[src/srr_consts.svh]
`ifndef SRR_CONSTS_SVH
`define SRR_CONSTS_SVH

// register byte addresses
`define SRR_CTRL_OFS 8'h00
`define SRR_STATUS_OFS 8'h04
`define SRR_LIMHI_OFS 8'h08
`define SRR_LIMLO_OFS 8'h0c
`define SRR_EFF_OFS 8'h10
`define SRR_LOCAL_OFS 8'h14
`define SRR_REMOTE_OFS 8'h18
`define SRR_BANK_BASE 2'h1

// control bit positions
`define SRR_B_RUN 0
`define SRR_B_MANUAL 1
`define SRR_B_SEL 2
`define SRR_B_EVA 3
`define SRR_B_TB 4
`define SRR_B_FOLLOW 5
`define SRR_B_RSEN 6
`define SRR_B_SRST 7
`define SRR_B_STREQ 8
`define SRR_B_ATREQ 9
`define SRR_B_BANK 10

// bank word fields
`define SRR_F_SP 2'h0
`define SRR_F_RISE 2'h1
`define SRR_F_FALL 2'h2
`define SRR_F_LAST 2'h2

// reset values and ranges
`define SRR_TB_RST 1'h1
`define SRR_VAL_MAX 16'h270f
`define SRR_VAL_MIN 16'hf831
`define SRR_SLOPE_MIN 16'h0000

// timing
`define SRR_CLK_HZ 250000000
`define SRR_TB_SEC 1
`define SRR_MIN_SEC 60

`endif

[src/srr_pkg.sv]
package srr_pkg;

  typedef logic signed [15:0] srr_val_t;

  typedef enum logic [2:0] {
    SRR_AT_IDLE = 3'h1,
    SRR_AT_WAIT = 3'h2,
    SRR_AT_RUN = 3'h4
  } srr_at_e;

  typedef struct packed {
    logic we;
    logic [3:0] waddr;
    srr_val_t wdata;
    logic [3:0] raddr_a;
    logic [3:0] raddr_b;
  } srr_mem_req_s;

  typedef struct packed {
    logic [15:0][15:0] words;
    srr_val_t ra;
    srr_val_t rb;
  } srr_mem_s;

  typedef struct packed {
    logic run;
    logic manual;
    logic sel_cmd;
    logic ev_assign;
    logic time_base;
    logic follow_en;
    logic rs_en_pend;
    logic rs_en_eff;
    logic st_req;
    logic st_active;
    logic [1:0] bank;
    srr_val_t lim_hi;
    srr_val_t lim_lo;
    logic pready;
    logic pslverr;
    logic [31:0] prdata;
    logic [1:0] scan;
    logic [1:0] scan_p;
    srr_val_t sh_sp;
    srr_val_t sh_rise;
    srr_val_t sh_fall;
    srr_val_t eff;
    logic ramp_done;
    srr_at_e at_st;
    logic at_active;
    srr_val_t at_sp;
    logic remote_q;
    logic track_pend;
    srr_val_t track_val;
    logic [27:0] tb_cnt;
    logic [5:0] min_cnt;
    logic run_prev;
    logic standby;
  } srr_state_s;

endpackage : srr_pkg

[src/srr_bank_mem.sv]
`timescale 1ns/1ps
`default_nettype none
module srr_bank_mem (
  input wire logic clk_sys,
  input wire logic rst_b,
  input wire srr_pkg::srr_mem_req_s req,
  output var srr_pkg::srr_val_t rdata_a,
  output var srr_pkg::srr_val_t rdata_b
);
  srr_pkg::srr_mem_s m_q;
  srr_pkg::srr_mem_s m_d;

  always_comb
  begin
    m_d = m_q;
    // reads see the old word on a same-cycle write
    m_d.ra = m_q.words[req.raddr_a];
    m_d.rb = m_q.words[req.raddr_b];
    if (req.we)
    begin
      m_d.words[req.waddr] = req.wdata;
    end
  end

  always_ff @(posedge clk_sys)
  begin
    if (!rst_b)
    begin
      m_q <= '0;
    end
    else
    begin
      m_q <= m_d;
    end
  end

  assign rdata_a = m_q.ra;
  assign rdata_b = m_q.rb;
endmodule : srr_bank_mem
`default_nettype wire

[src/srr_setpoint_ctrl.sv]
// The register offsets and the APB interface to the registers were left to the implementer.
`timescale 1ns/1ps
`default_nettype none
`include "srr_consts.svh"
module srr_setpoint_ctrl #(
  parameter int unsigned SEC_CYCLES = `SRR_TB_SEC * `SRR_CLK_HZ,
  parameter int unsigned CHAN_ID = 1,
  parameter bit FOUR_CH = 1'b1
) (
  input wire logic clk_sys,
  input wire logic rst_b,
  input wire logic psel,
  input wire logic penable,
  input wire logic pwrite,
  input wire logic [7:0] paddr,
  input wire logic [31:0] pwdata,
  output var logic [31:0] prdata,
  output var logic pready,
  output var logic pslverr,
  input wire logic event_in,
  input wire logic pv_error,
  input wire logic at_done,
  input wire srr_pkg::srr_val_t process_value,
  input wire srr_pkg::srr_val_t remote_pv,
  input wire srr_pkg::srr_val_t range_hi,
  input wire srr_pkg::srr_val_t range_lo,
  output var srr_pkg::srr_val_t effective_target,
  output var logic ramp_done,
  output var logic remote_selected,
  output var logic at_active,
  output var logic self_tuning_active,
  output var logic standby_restart
);
  localparam bit REMOTE_OK = (CHAN_ID == 1) || (FOUR_CH && (CHAN_ID == 2));

  srr_pkg::srr_state_s q;
  srr_pkg::srr_state_s d;
  srr_pkg::srr_mem_req_s mreq;
  srr_pkg::srr_val_t mrd_a;
  srr_pkg::srr_val_t mrd_b;
  srr_pkg::srr_val_t lim_min;
  srr_pkg::srr_val_t lim_max;
  srr_pkg::srr_val_t lo_eff;
  srr_pkg::srr_val_t hi_eff;
  srr_pkg::srr_val_t target;
  logic apb_wr;
  logic ctrl_wr;
  logic soft_wr;
  logic remote_sel;
  logic ramp_en;
  logic start;
  logic sec_tick;
  logic tick;
  logic track_ev;

  function automatic srr_pkg::srr_val_t clamp_to(srr_pkg::srr_val_t v, srr_pkg::srr_val_t lo,
                                                 srr_pkg::srr_val_t hi);
    if (v < lo)
    begin
      return lo;
    end
    else if (v > hi)
    begin
      return hi;
    end
    return v;
  endfunction : clamp_to

  function automatic srr_pkg::srr_val_t step_toward(srr_pkg::srr_val_t cur, srr_pkg::srr_val_t tgt,
                                                    srr_pkg::srr_val_t slope);
    logic signed [16:0] diff;
    diff = {tgt[15], tgt} - {cur[15], cur};
    if (diff < 0)
    begin
      diff = -diff;
    end
    if (diff <= {1'b0, slope})
    begin
      return tgt;
    end
    else if (tgt > cur)
    begin
      return cur + slope;
    end
    return cur - slope;
  endfunction : step_toward

  function automatic logic reg_hit(logic [7:0] a);
    if (a[1:0] != 2'h0)
    begin
      return 1'b0;
    end
    else if (a[7:6] == `SRR_BANK_BASE)
    begin
      return 1'b1;
    end
    else if (a <= `SRR_REMOTE_OFS)
    begin
      return 1'b1;
    end
    return 1'b0;
  endfunction : reg_hit

  always_comb
  begin
    d = q;
    apb_wr = psel && penable && q.pready && pwrite;
    ctrl_wr = apb_wr && (paddr == `SRR_CTRL_OFS);
    soft_wr = ctrl_wr && pwdata[`SRR_B_SRST];
    remote_sel = q.rs_en_eff && REMOTE_OK && (q.ev_assign ? event_in : q.sel_cmd);
    lim_min = (q.lim_lo < q.lim_hi) ? q.lim_lo : q.lim_hi;
    lim_max = (q.lim_lo < q.lim_hi) ? q.lim_hi : q.lim_lo;
    lo_eff = (lim_min > range_lo) ? lim_min : range_lo;
    hi_eff = (lim_max < range_hi) ? lim_max : range_hi;
    // tuning holds its latched value; remote is the other channel's value
    if (q.at_st == srr_pkg::SRR_AT_RUN)
    begin
      target = clamp_to(q.at_sp, lo_eff, hi_eff);
    end
    else if (remote_sel)
    begin
      target = clamp_to(remote_pv, lo_eff, hi_eff);
    end
    else
    begin
      target = clamp_to(q.sh_sp, lo_eff, hi_eff);
    end
    // manual mode is not a term here on purpose
    ramp_en = ((q.sh_rise != 16'h0000) || (q.sh_fall != 16'h0000)) && q.run && !pv_error;
    start = q.run && !q.run_prev;
    sec_tick = (q.tb_cnt == 28'(SEC_CYCLES - 1));
    tick = q.time_base ? (sec_tick && (q.min_cnt == 6'(`SRR_MIN_SEC - 1))) : sec_tick;
    d.tb_cnt = sec_tick ? 28'h0 : q.tb_cnt + 28'h1;
    if (sec_tick)
    begin
      d.min_cnt = (q.min_cnt == 6'(`SRR_MIN_SEC - 1)) ? 6'h0 : q.min_cnt + 6'h1;
    end

    // apb: one wait state, answer in second access cycle
    d.pready = psel && penable && !q.pready;
    d.pslverr = 1'b0;
    if (d.pready)
    begin
      d.pslverr = !reg_hit(paddr);
      d.prdata = 32'h0;
      if (paddr == `SRR_CTRL_OFS)
      begin
        d.prdata[11:0] = {q.bank, 1'b0, q.st_req, 1'b0, q.rs_en_pend, q.follow_en, q.time_base,
                          q.ev_assign, q.sel_cmd, q.manual, q.run};
      end
      else if (paddr == `SRR_STATUS_OFS)
      begin
        d.prdata[7:0] = {REMOTE_OK, q.st_active, q.at_st == srr_pkg::SRR_AT_RUN,
                         q.at_st == srr_pkg::SRR_AT_WAIT, q.rs_en_eff, q.remote_q, q.ramp_done,
                         ramp_en};
      end
      else if (paddr == `SRR_LIMHI_OFS)
      begin
        d.prdata[15:0] = q.lim_hi;
      end
      else if (paddr == `SRR_LIMLO_OFS)
      begin
        d.prdata[15:0] = q.lim_lo;
      end
      else if (paddr == `SRR_EFF_OFS)
      begin
        d.prdata[15:0] = q.eff;
      end
      else if (paddr == `SRR_LOCAL_OFS)
      begin
        d.prdata[15:0] = q.sh_sp;
      end
      else if (paddr == `SRR_REMOTE_OFS)
      begin
        d.prdata[15:0] = clamp_to(remote_pv, `SRR_VAL_MIN, `SRR_VAL_MAX);
      end
      else if ((paddr[7:6] == `SRR_BANK_BASE) && (paddr[3:2] <= `SRR_F_LAST) && !d.pslverr)
      begin
        d.prdata[15:0] = mrd_a;
      end
    end

    if (ctrl_wr)
    begin
      d.run = pwdata[`SRR_B_RUN];
      d.manual = pwdata[`SRR_B_MANUAL];
      d.sel_cmd = pwdata[`SRR_B_SEL];
      d.ev_assign = pwdata[`SRR_B_EVA];
      d.rs_en_pend = pwdata[`SRR_B_RSEN];
      d.st_req = pwdata[`SRR_B_STREQ];
      d.bank = pwdata[`SRR_B_BANK +: 2];
      if (!q.run)
      begin
        d.time_base = pwdata[`SRR_B_TB];
        d.follow_en = pwdata[`SRR_B_FOLLOW];
      end
    end
    else if (apb_wr && (paddr == `SRR_LIMHI_OFS))
    begin
      d.lim_hi = clamp_to(pwdata[15:0], `SRR_VAL_MIN, `SRR_VAL_MAX);
    end
    else if (apb_wr && (paddr == `SRR_LIMLO_OFS))
    begin
      d.lim_lo = clamp_to(pwdata[15:0], `SRR_VAL_MIN, `SRR_VAL_MAX);
    end
    // enable only lands on a soft reset; hard reset clears both copies
    if (soft_wr)
    begin
      d.rs_en_eff = d.rs_en_pend;
    end
    d.st_active = d.st_req && !d.rs_en_eff;

    // bank memory: bus write first, pending follow load waits one cycle
    mreq.raddr_a = paddr[5:2];
    mreq.raddr_b = {q.bank, q.scan};
    mreq.we = 1'b0;
    mreq.waddr = 4'h0;
    mreq.wdata = 16'h0000;
    if (apb_wr && (paddr[7:6] == `SRR_BANK_BASE) && (paddr[3:2] <= `SRR_F_LAST))
    begin
      mreq.we = 1'b1;
      mreq.waddr = paddr[5:2];
      if (paddr[3:2] == `SRR_F_SP)
      begin
        mreq.wdata = clamp_to(pwdata[15:0], `SRR_VAL_MIN, `SRR_VAL_MAX);
      end
      else
      begin
        mreq.wdata = clamp_to(pwdata[15:0], `SRR_SLOPE_MIN, `SRR_VAL_MAX);
      end
    end
    else if (q.track_pend)
    begin
      mreq.we = 1'b1;
      mreq.waddr = {q.bank, `SRR_F_SP};
      mreq.wdata = q.track_val;
      d.track_pend = 1'b0;
    end
    track_ev = q.remote_q && !remote_sel && q.follow_en;
    if (track_ev)
    begin
      d.track_pend = 1'b1;
      d.track_val = clamp_to(remote_pv, `SRR_VAL_MIN, `SRR_VAL_MAX);
    end
    d.remote_q = remote_sel;

    // shadow scan of the active bank, one field per cycle
    d.scan = (q.scan == `SRR_F_LAST) ? 2'h0 : q.scan + 2'h1;
    d.scan_p = q.scan;
    d.standby = 1'b0;
    if (q.scan_p == `SRR_F_SP)
    begin
      d.sh_sp = mrd_b;
      d.standby = !remote_sel && (mrd_b != q.sh_sp);
    end
    else if (q.scan_p == `SRR_F_RISE)
    begin
      d.sh_rise = mrd_b;
    end
    else
    begin
      d.sh_fall = mrd_b;
    end

    // ramp generator; a source switch just moves the target
    d.run_prev = q.run;
    if (!ramp_en)
    begin
      d.eff = target;
    end
    else if (start)
    begin
      d.eff = clamp_to(process_value, lo_eff, hi_eff);
    end
    else if (tick && (q.eff < target))
    begin
      d.eff = (q.sh_rise == 16'h0000) ? target : step_toward(q.eff, target, q.sh_rise);
    end
    else if (tick && (q.eff > target))
    begin
      d.eff = (q.sh_fall == 16'h0000) ? target : step_toward(q.eff, target, q.sh_fall);
    end
    d.ramp_done = (d.eff == target);

    // tuning sequencer
    case (q.at_st)
      srr_pkg::SRR_AT_IDLE:
      begin
        if (ctrl_wr && pwdata[`SRR_B_ATREQ] && q.run && !q.manual)
        begin
          d.at_st = srr_pkg::SRR_AT_WAIT;
        end
      end
      srr_pkg::SRR_AT_WAIT:
      begin
        if (!q.run || q.manual)
        begin
          d.at_st = srr_pkg::SRR_AT_IDLE;
        end
        else if (q.ramp_done)
        begin
          d.at_st = srr_pkg::SRR_AT_RUN;
          d.at_sp = target;
        end
      end
      srr_pkg::SRR_AT_RUN:
      begin
        if (at_done || !q.run || q.manual)
        begin
          d.at_st = srr_pkg::SRR_AT_IDLE;
        end
      end
      default:
      begin
        d.at_st = srr_pkg::SRR_AT_IDLE;
      end
    endcase
    d.at_active = (d.at_st == srr_pkg::SRR_AT_RUN);
  end

  always_ff @(posedge clk_sys)
  begin
    if (!rst_b)
    begin
      q <= '0;
      q.time_base <= `SRR_TB_RST;
      q.lim_hi <= `SRR_VAL_MAX;
      q.lim_lo <= `SRR_VAL_MIN;
      q.at_st <= srr_pkg::SRR_AT_IDLE;
    end
    else
    begin
      q <= d;
    end
  end

  srr_bank_mem u_mem (
    .clk_sys(clk_sys),
    .rst_b(rst_b),
    .req(mreq),
    .rdata_a(mrd_a),
    .rdata_b(mrd_b)
  );

  assign prdata = q.prdata;
  assign pready = q.pready;
  assign pslverr = q.pslverr;
  assign effective_target = q.eff;
  assign ramp_done = q.ramp_done;
  assign remote_selected = q.remote_q;
  assign at_active = q.at_active;
  assign self_tuning_active = q.st_active;
  assign standby_restart = q.standby;

  chk_rise_bound: assert property (@(posedge clk_sys) disable iff (!rst_b)
    (ramp_en && !start && (q.eff < target) && (q.sh_rise != 16'h0000))
    |=> (q.eff <= $past(q.eff) + $past(q.sh_rise)))
    else $error("ramp rose faster than rise slope");
  chk_stop_follow: assert property (@(posedge clk_sys) disable iff (!rst_b)
    (!q.run || pv_error) |=> (q.eff == $past(target)))
    else $error("limiting not suspended while stopped or in error");
  chk_tb_locked: assert property (@(posedge clk_sys) disable iff (!rst_b)
    q.run |=> $stable(q.time_base))
    else $error("time base changed while running");
  chk_at_holdoff: assert property (@(posedge clk_sys) disable iff (!rst_b)
    ((q.at_st == srr_pkg::SRR_AT_WAIT) && !q.ramp_done) |=> (q.at_st != srr_pkg::SRR_AT_RUN))
    else $error("tuning began before ramp done");
  chk_st_forced: assert property (@(posedge clk_sys) disable iff (!rst_b)
    q.rs_en_eff |-> !self_tuning_active)
    else $error("self tuning active with remote enabled");
  chk_en_deferred: assert property (@(posedge clk_sys) disable iff (!rst_b)
    !soft_wr |=> $stable(q.rs_en_eff))
    else $error("remote enable changed without soft reset");
  chk_follow_load: assert property (@(posedge clk_sys) disable iff (!rst_b)
    track_ev |=> (q.track_pend ##[0:2] !q.track_pend))
    else $error("follow load not issued after remote to local");
  chk_done_flag: assert property (@(posedge clk_sys) disable iff (!rst_b)
    (!ramp_en && !q.ramp_done) |=> q.ramp_done)
    else $error("done flag missing with target followed");
  chk_apb_wait: assert property (@(posedge clk_sys) disable iff (!rst_b)
    (psel && penable && !q.pready) |=> q.pready ##1 !q.pready)
    else $error("apb answer not one cycle after access start");
endmodule : srr_setpoint_ctrl
`default_nettype wire

[config.mk]
export PLATFORM = sky130hd
export DESIGN_NAME = srr_setpoint_ctrl
export DESIGN_NICKNAME = d
export VERILOG_FILES = /design/src/srr_pkg.sv /design/src/srr_bank_mem.sv /design/src/srr_setpoint_ctrl.sv
export VERILOG_INCLUDE_DIRS = /design/src /design/src/src
export SDC_FILE = /design/constraint.sdc
export NUM_CORES = 2
export LEC_CHECK = 0
export BUFFER_PORTS_ARGS = -buffer_cell sky130_fd_sc_hd__buf_2
export CELL_PAD_IN_SITES_DETAIL_PLACEMENT = 1
export CELL_PAD_IN_SITES_GLOBAL_PLACEMENT = 2
export CORE_AREA = 3 3 314 316
export CTS_CLUSTER_SIZE = 40
export DETAILED_ROUTE_END_ITERATION = 8
export DIE_AREA = 0 0 317 319
export PLACE_DENSITY = 0.81
export SLEW_MARGIN = 20
export SYNTH_ARGS = -nofsm -noshare
export SYNTH_HDL_FRONTEND = slang
export SYNTH_HIERARCHICAL = 1
export SYNTH_SLANG_ARGS = --single-unit
[constraint.sdc]
create_clock -name clk_sys -period 17.15 [get_ports clk_sys]
set_input_delay 0.8575 -clock clk_sys [delete_from_list [all_inputs] [get_ports clk_sys]]
set_output_delay 0.8575 -clock clk_sys [all_outputs]
set_load 0.02 [all_outputs]
==> out/results.ini <==
[die]
chipWidth_um = 317
ios = 167
dieArea_mm2 = 0.101
fp.dieH_um = 319
rows = 114
coreArea_mm2 = 0.0963
initial_core_util = 0.378

[sta]
min_period_ns = 15.51
finalSetupViolCount = 0
worstMarginPinSlew_ns = 1.16
slew_viol_final = 0
rsz0062_at_grt = false
hold_viol = 0
max_freq_ghz = 0.0645
skew_ns = 0.0830
relSlewSlack = 0.226
setup-tns-final_ns = 0
finalCritPeriodShare = 0.905
setup_ws_ns = 1.64

[outcome]
violations = DRC
status = complete, but fails checks

[placed_design]
gp_congestion = 0.938
place_ws_ns = 2.05
numPortBuffers = 134
post-dp-hpwl_mm = 113

[logic_synthesis]
ys_types = 109
async_flop_share = 0
syn_inst = 4558
syn-cell-area_mm2 = 0.0364
syn_avg_cell_area_um2 = 7.99
yosys_warnings = 6
ys_ff_latch = 493
synth-edff-count = 0
synth_ff_type = dfxtp_1
ys_seq_area_frac = 0.271

[setup_path]
rr_worst_depth = 58
worst_path_dominant_cell_family = simple AND/OR/NAND/NOR gates
ff2ff_setup_slack_ns = 1.64
slowest_stage = ha_1
path_buf_inv = 7
r2r-start = q[208]$_SDFFE_PN0P_
cp_data_arrival_time_ns = 16.10
worstReg2RegEnd = ramp_done$_SDFF_PN0_
crit_path_end_kind = flop
crit_type = flop to flop
worst_setup_path_start_kind = flop
crit_path_max_incr_delay_ns = 0.64
cp_max_fo = 32
crit_required_ns = 17.73

[final_layout]
fillers = 11700
fin_util = 0.414
mostFrequentLayoutCells = nand2_1, dfxtp_1, nor2_1
final_common_cell = nand2_1
syn_to_final_growth_pct = 9.37
drive_gt1_frac = 0.116
final_net_count = 4895

[drt]
drc = 1
postRouteAntennaNets = 0
drt_wl_total_mm = 157
wl_per_cell_um = 26.8
viasPerCell = 6.05
drt-initial-drc-count = 2863
vias = 35300
dr.pass1.iters = 9

[cts]
numCtsBuffers = 59
htreeDepth = 2
cts_root_buf = clkbuf_16
clk_pin_slew_ns = 0.07
cts.path.max_buffers = 3
cts_sinks = 493
cts_tree = built
postCtsSetupBuffers = 0
hold_buffers = 0
ctsResizeCount = 0
clock_latency_ns = 0.70

[global_routing]
grt_pass1_wl_mm = 228
grt_overflow = 0
use_met3 = 0.0379
grt_use_met1 = 0.391
top_usage_layer = met2
grt_max_degree = 93
grt_pass1_vias = 34600
grt_use_met2 = 0.487
grt_usage = 0.298
antenna_found_initial = 6

[pwr]
switching_share = 0.349
p_switching_mw = 1.29
cellLeakagePower_nw = 15.2
pwr-share-seq = 0.325
power_frac_comb = 0.285
p_per_area_mw_per_mm2 = 93.0
ir_drop_v = 0.0000877
power.share.clock = 0.390
intPower_mw = 2.41

[job]
maxCapViolCount = 0

[worst_hold_path]
min_path_type = flop to flop
hp-start = q[50]$_SDFFE_PN0P_
holdPathStages = 2
hold_path_end = q[50]$_SDFFE_PN0P_

## metal layers
layer / wire (um) / share of wire / up-vias
li1: - / - / 16200
met1: 67200 / 0.43 / 17600
met2: 72100 / 0.46 / 1218
met3: 9120 / 0.058 / 305
met4: 8110 / 0.052 / 0
met5: 0 / 0 / -
## cells by family (layout without fill, tap and decap cells)
logic type	Yosys count	after routing	synth area share
simple gates	1613	1613	0.197
compound gates	1302	1302	0.242
buf+inv	520	499	0.0690
flops	493	493	0.271
fa+ha+maj	281	281	0.0975
mux	251	251	0.0997
xor+xnor	97	97	0.0233
other cells	1	20	0.000103
## cell usage after synthesis, types with 57 or more instances
cell	number	area share
nand2_1	894	0.092
dfxtp_1	493	0.27
nor2_1	297	0.031
a21oi_1	289	0.040
ha_1	275	0.094
o21ai_0	211	0.029
a21boi_0	203	0.042
clkbuf_1	178	0.018
inv_1	167	0.017
mux2i_1	135	0.037
buf_4	109	0.022
mux4_2	81	0.050
o211ai_1	78	0.016
nand3_1	72	0.0099
xnor2_1	63	0.015
a22oi_1	60	0.012
a21boi_1	57	0.012
## power by group through the flow
stage / registers [mW] / logic (mW) / clock network (mW)
after global routing: 1.21 / 1.14 / 1.51
after CTS: 1.20 / 1.03 / 1.47
after global placement: 1.23 / 1.01 / 0
after floorplan: 1.20 / 0.716 / 0
final: 1.20 / 1.05 / 1.45
after detailed placement: 1.23 / 1.03 / 0
## worst register-to-register path, delay by kind of cell (launching register included)
| family | cells | cell delay [ns] |
|---|---|---|
| compound gates | 18 | 4.88 |
| xor+xnor | 2 | 0.44 |
| fa+ha+maj | 6 | 2.26 |
| buf+inv | 7 | 1.49 |
| flops | 1 | 0.37 |
| mux | 1 | 0.29 |
| simple gates | 24 | 5.67 |
## state kept, by name, summed over array words and instances, names as in the netlist
register,flops
prdata,16
pslverr,1
u_mem/rdata_b,16
remote_selected,1
mreq,2
u_mem/m_q,256
at_active,1
effective_target,16
ramp_done,1
standby_restart,1
pready,1
self_tuning_active,1
d,3
q,161
u_mem/rdata_a,16
## worst max path at each step
| stage | from | to | depth (start not counted) |
|---|---|---|---|
| after detailed placement | q[208]$_SDFFE_PN0P_ | ramp_done$_SDFF_PN0_ | 56 |
| after global placement | q[208]$_SDFFE_PN0P_ | ramp_done$_SDFF_PN0_ | 56 |
| after floorplan | q[208]$_SDFFE_PN0P_ | ramp_done$_SDFF_PN0_ | 62 |
| after CTS | q[208]$_SDFFE_PN0P_ | ramp_done$_SDFF_PN0_ | 56 |
| after global routing | q[208]$_SDFFE_PN0P_ | ramp_done$_SDFF_PN0_ | 56 |
| final | q[208]$_SDFFE_PN0P_ | ramp_done$_SDFF_PN0_ | 58 |
## stage by stage
step | cell area [um2] | hold slack (ns) | std cells | power, mW
floorplan | 36500 | 0.425 | 4573 | 1.92
global placement | 37600 | 0.450 | 5718 | 2.24
detailed placement | 37600 | 0.456 | 5718 | 2.25
CTS | 39800 | 0.455 | 5828 | 3.70
global route | 39800 | 0.489 | 5828 | 3.86
finish | 39800 | 0.462 | 5832 | 3.70
## final cells by class
class / instances / area (um2) / area share
clock buffer: 76 / 1640 / 0.0412
multi-input combinational: 3560 / 24100 / 0.606
timing repair buffer: 220 / 1330 / 0.0334
inverter: 169 / 637 / 0.0160
antenna: 4 / 10.0 / 0.000251
clock inverter: 34 / 597 / 0.0150
sequential: 493 / 9870 / 0.248
tap: 1276 / 1600 / 0.0401
No activity file was read; power rests on OpenSTA's default activity.
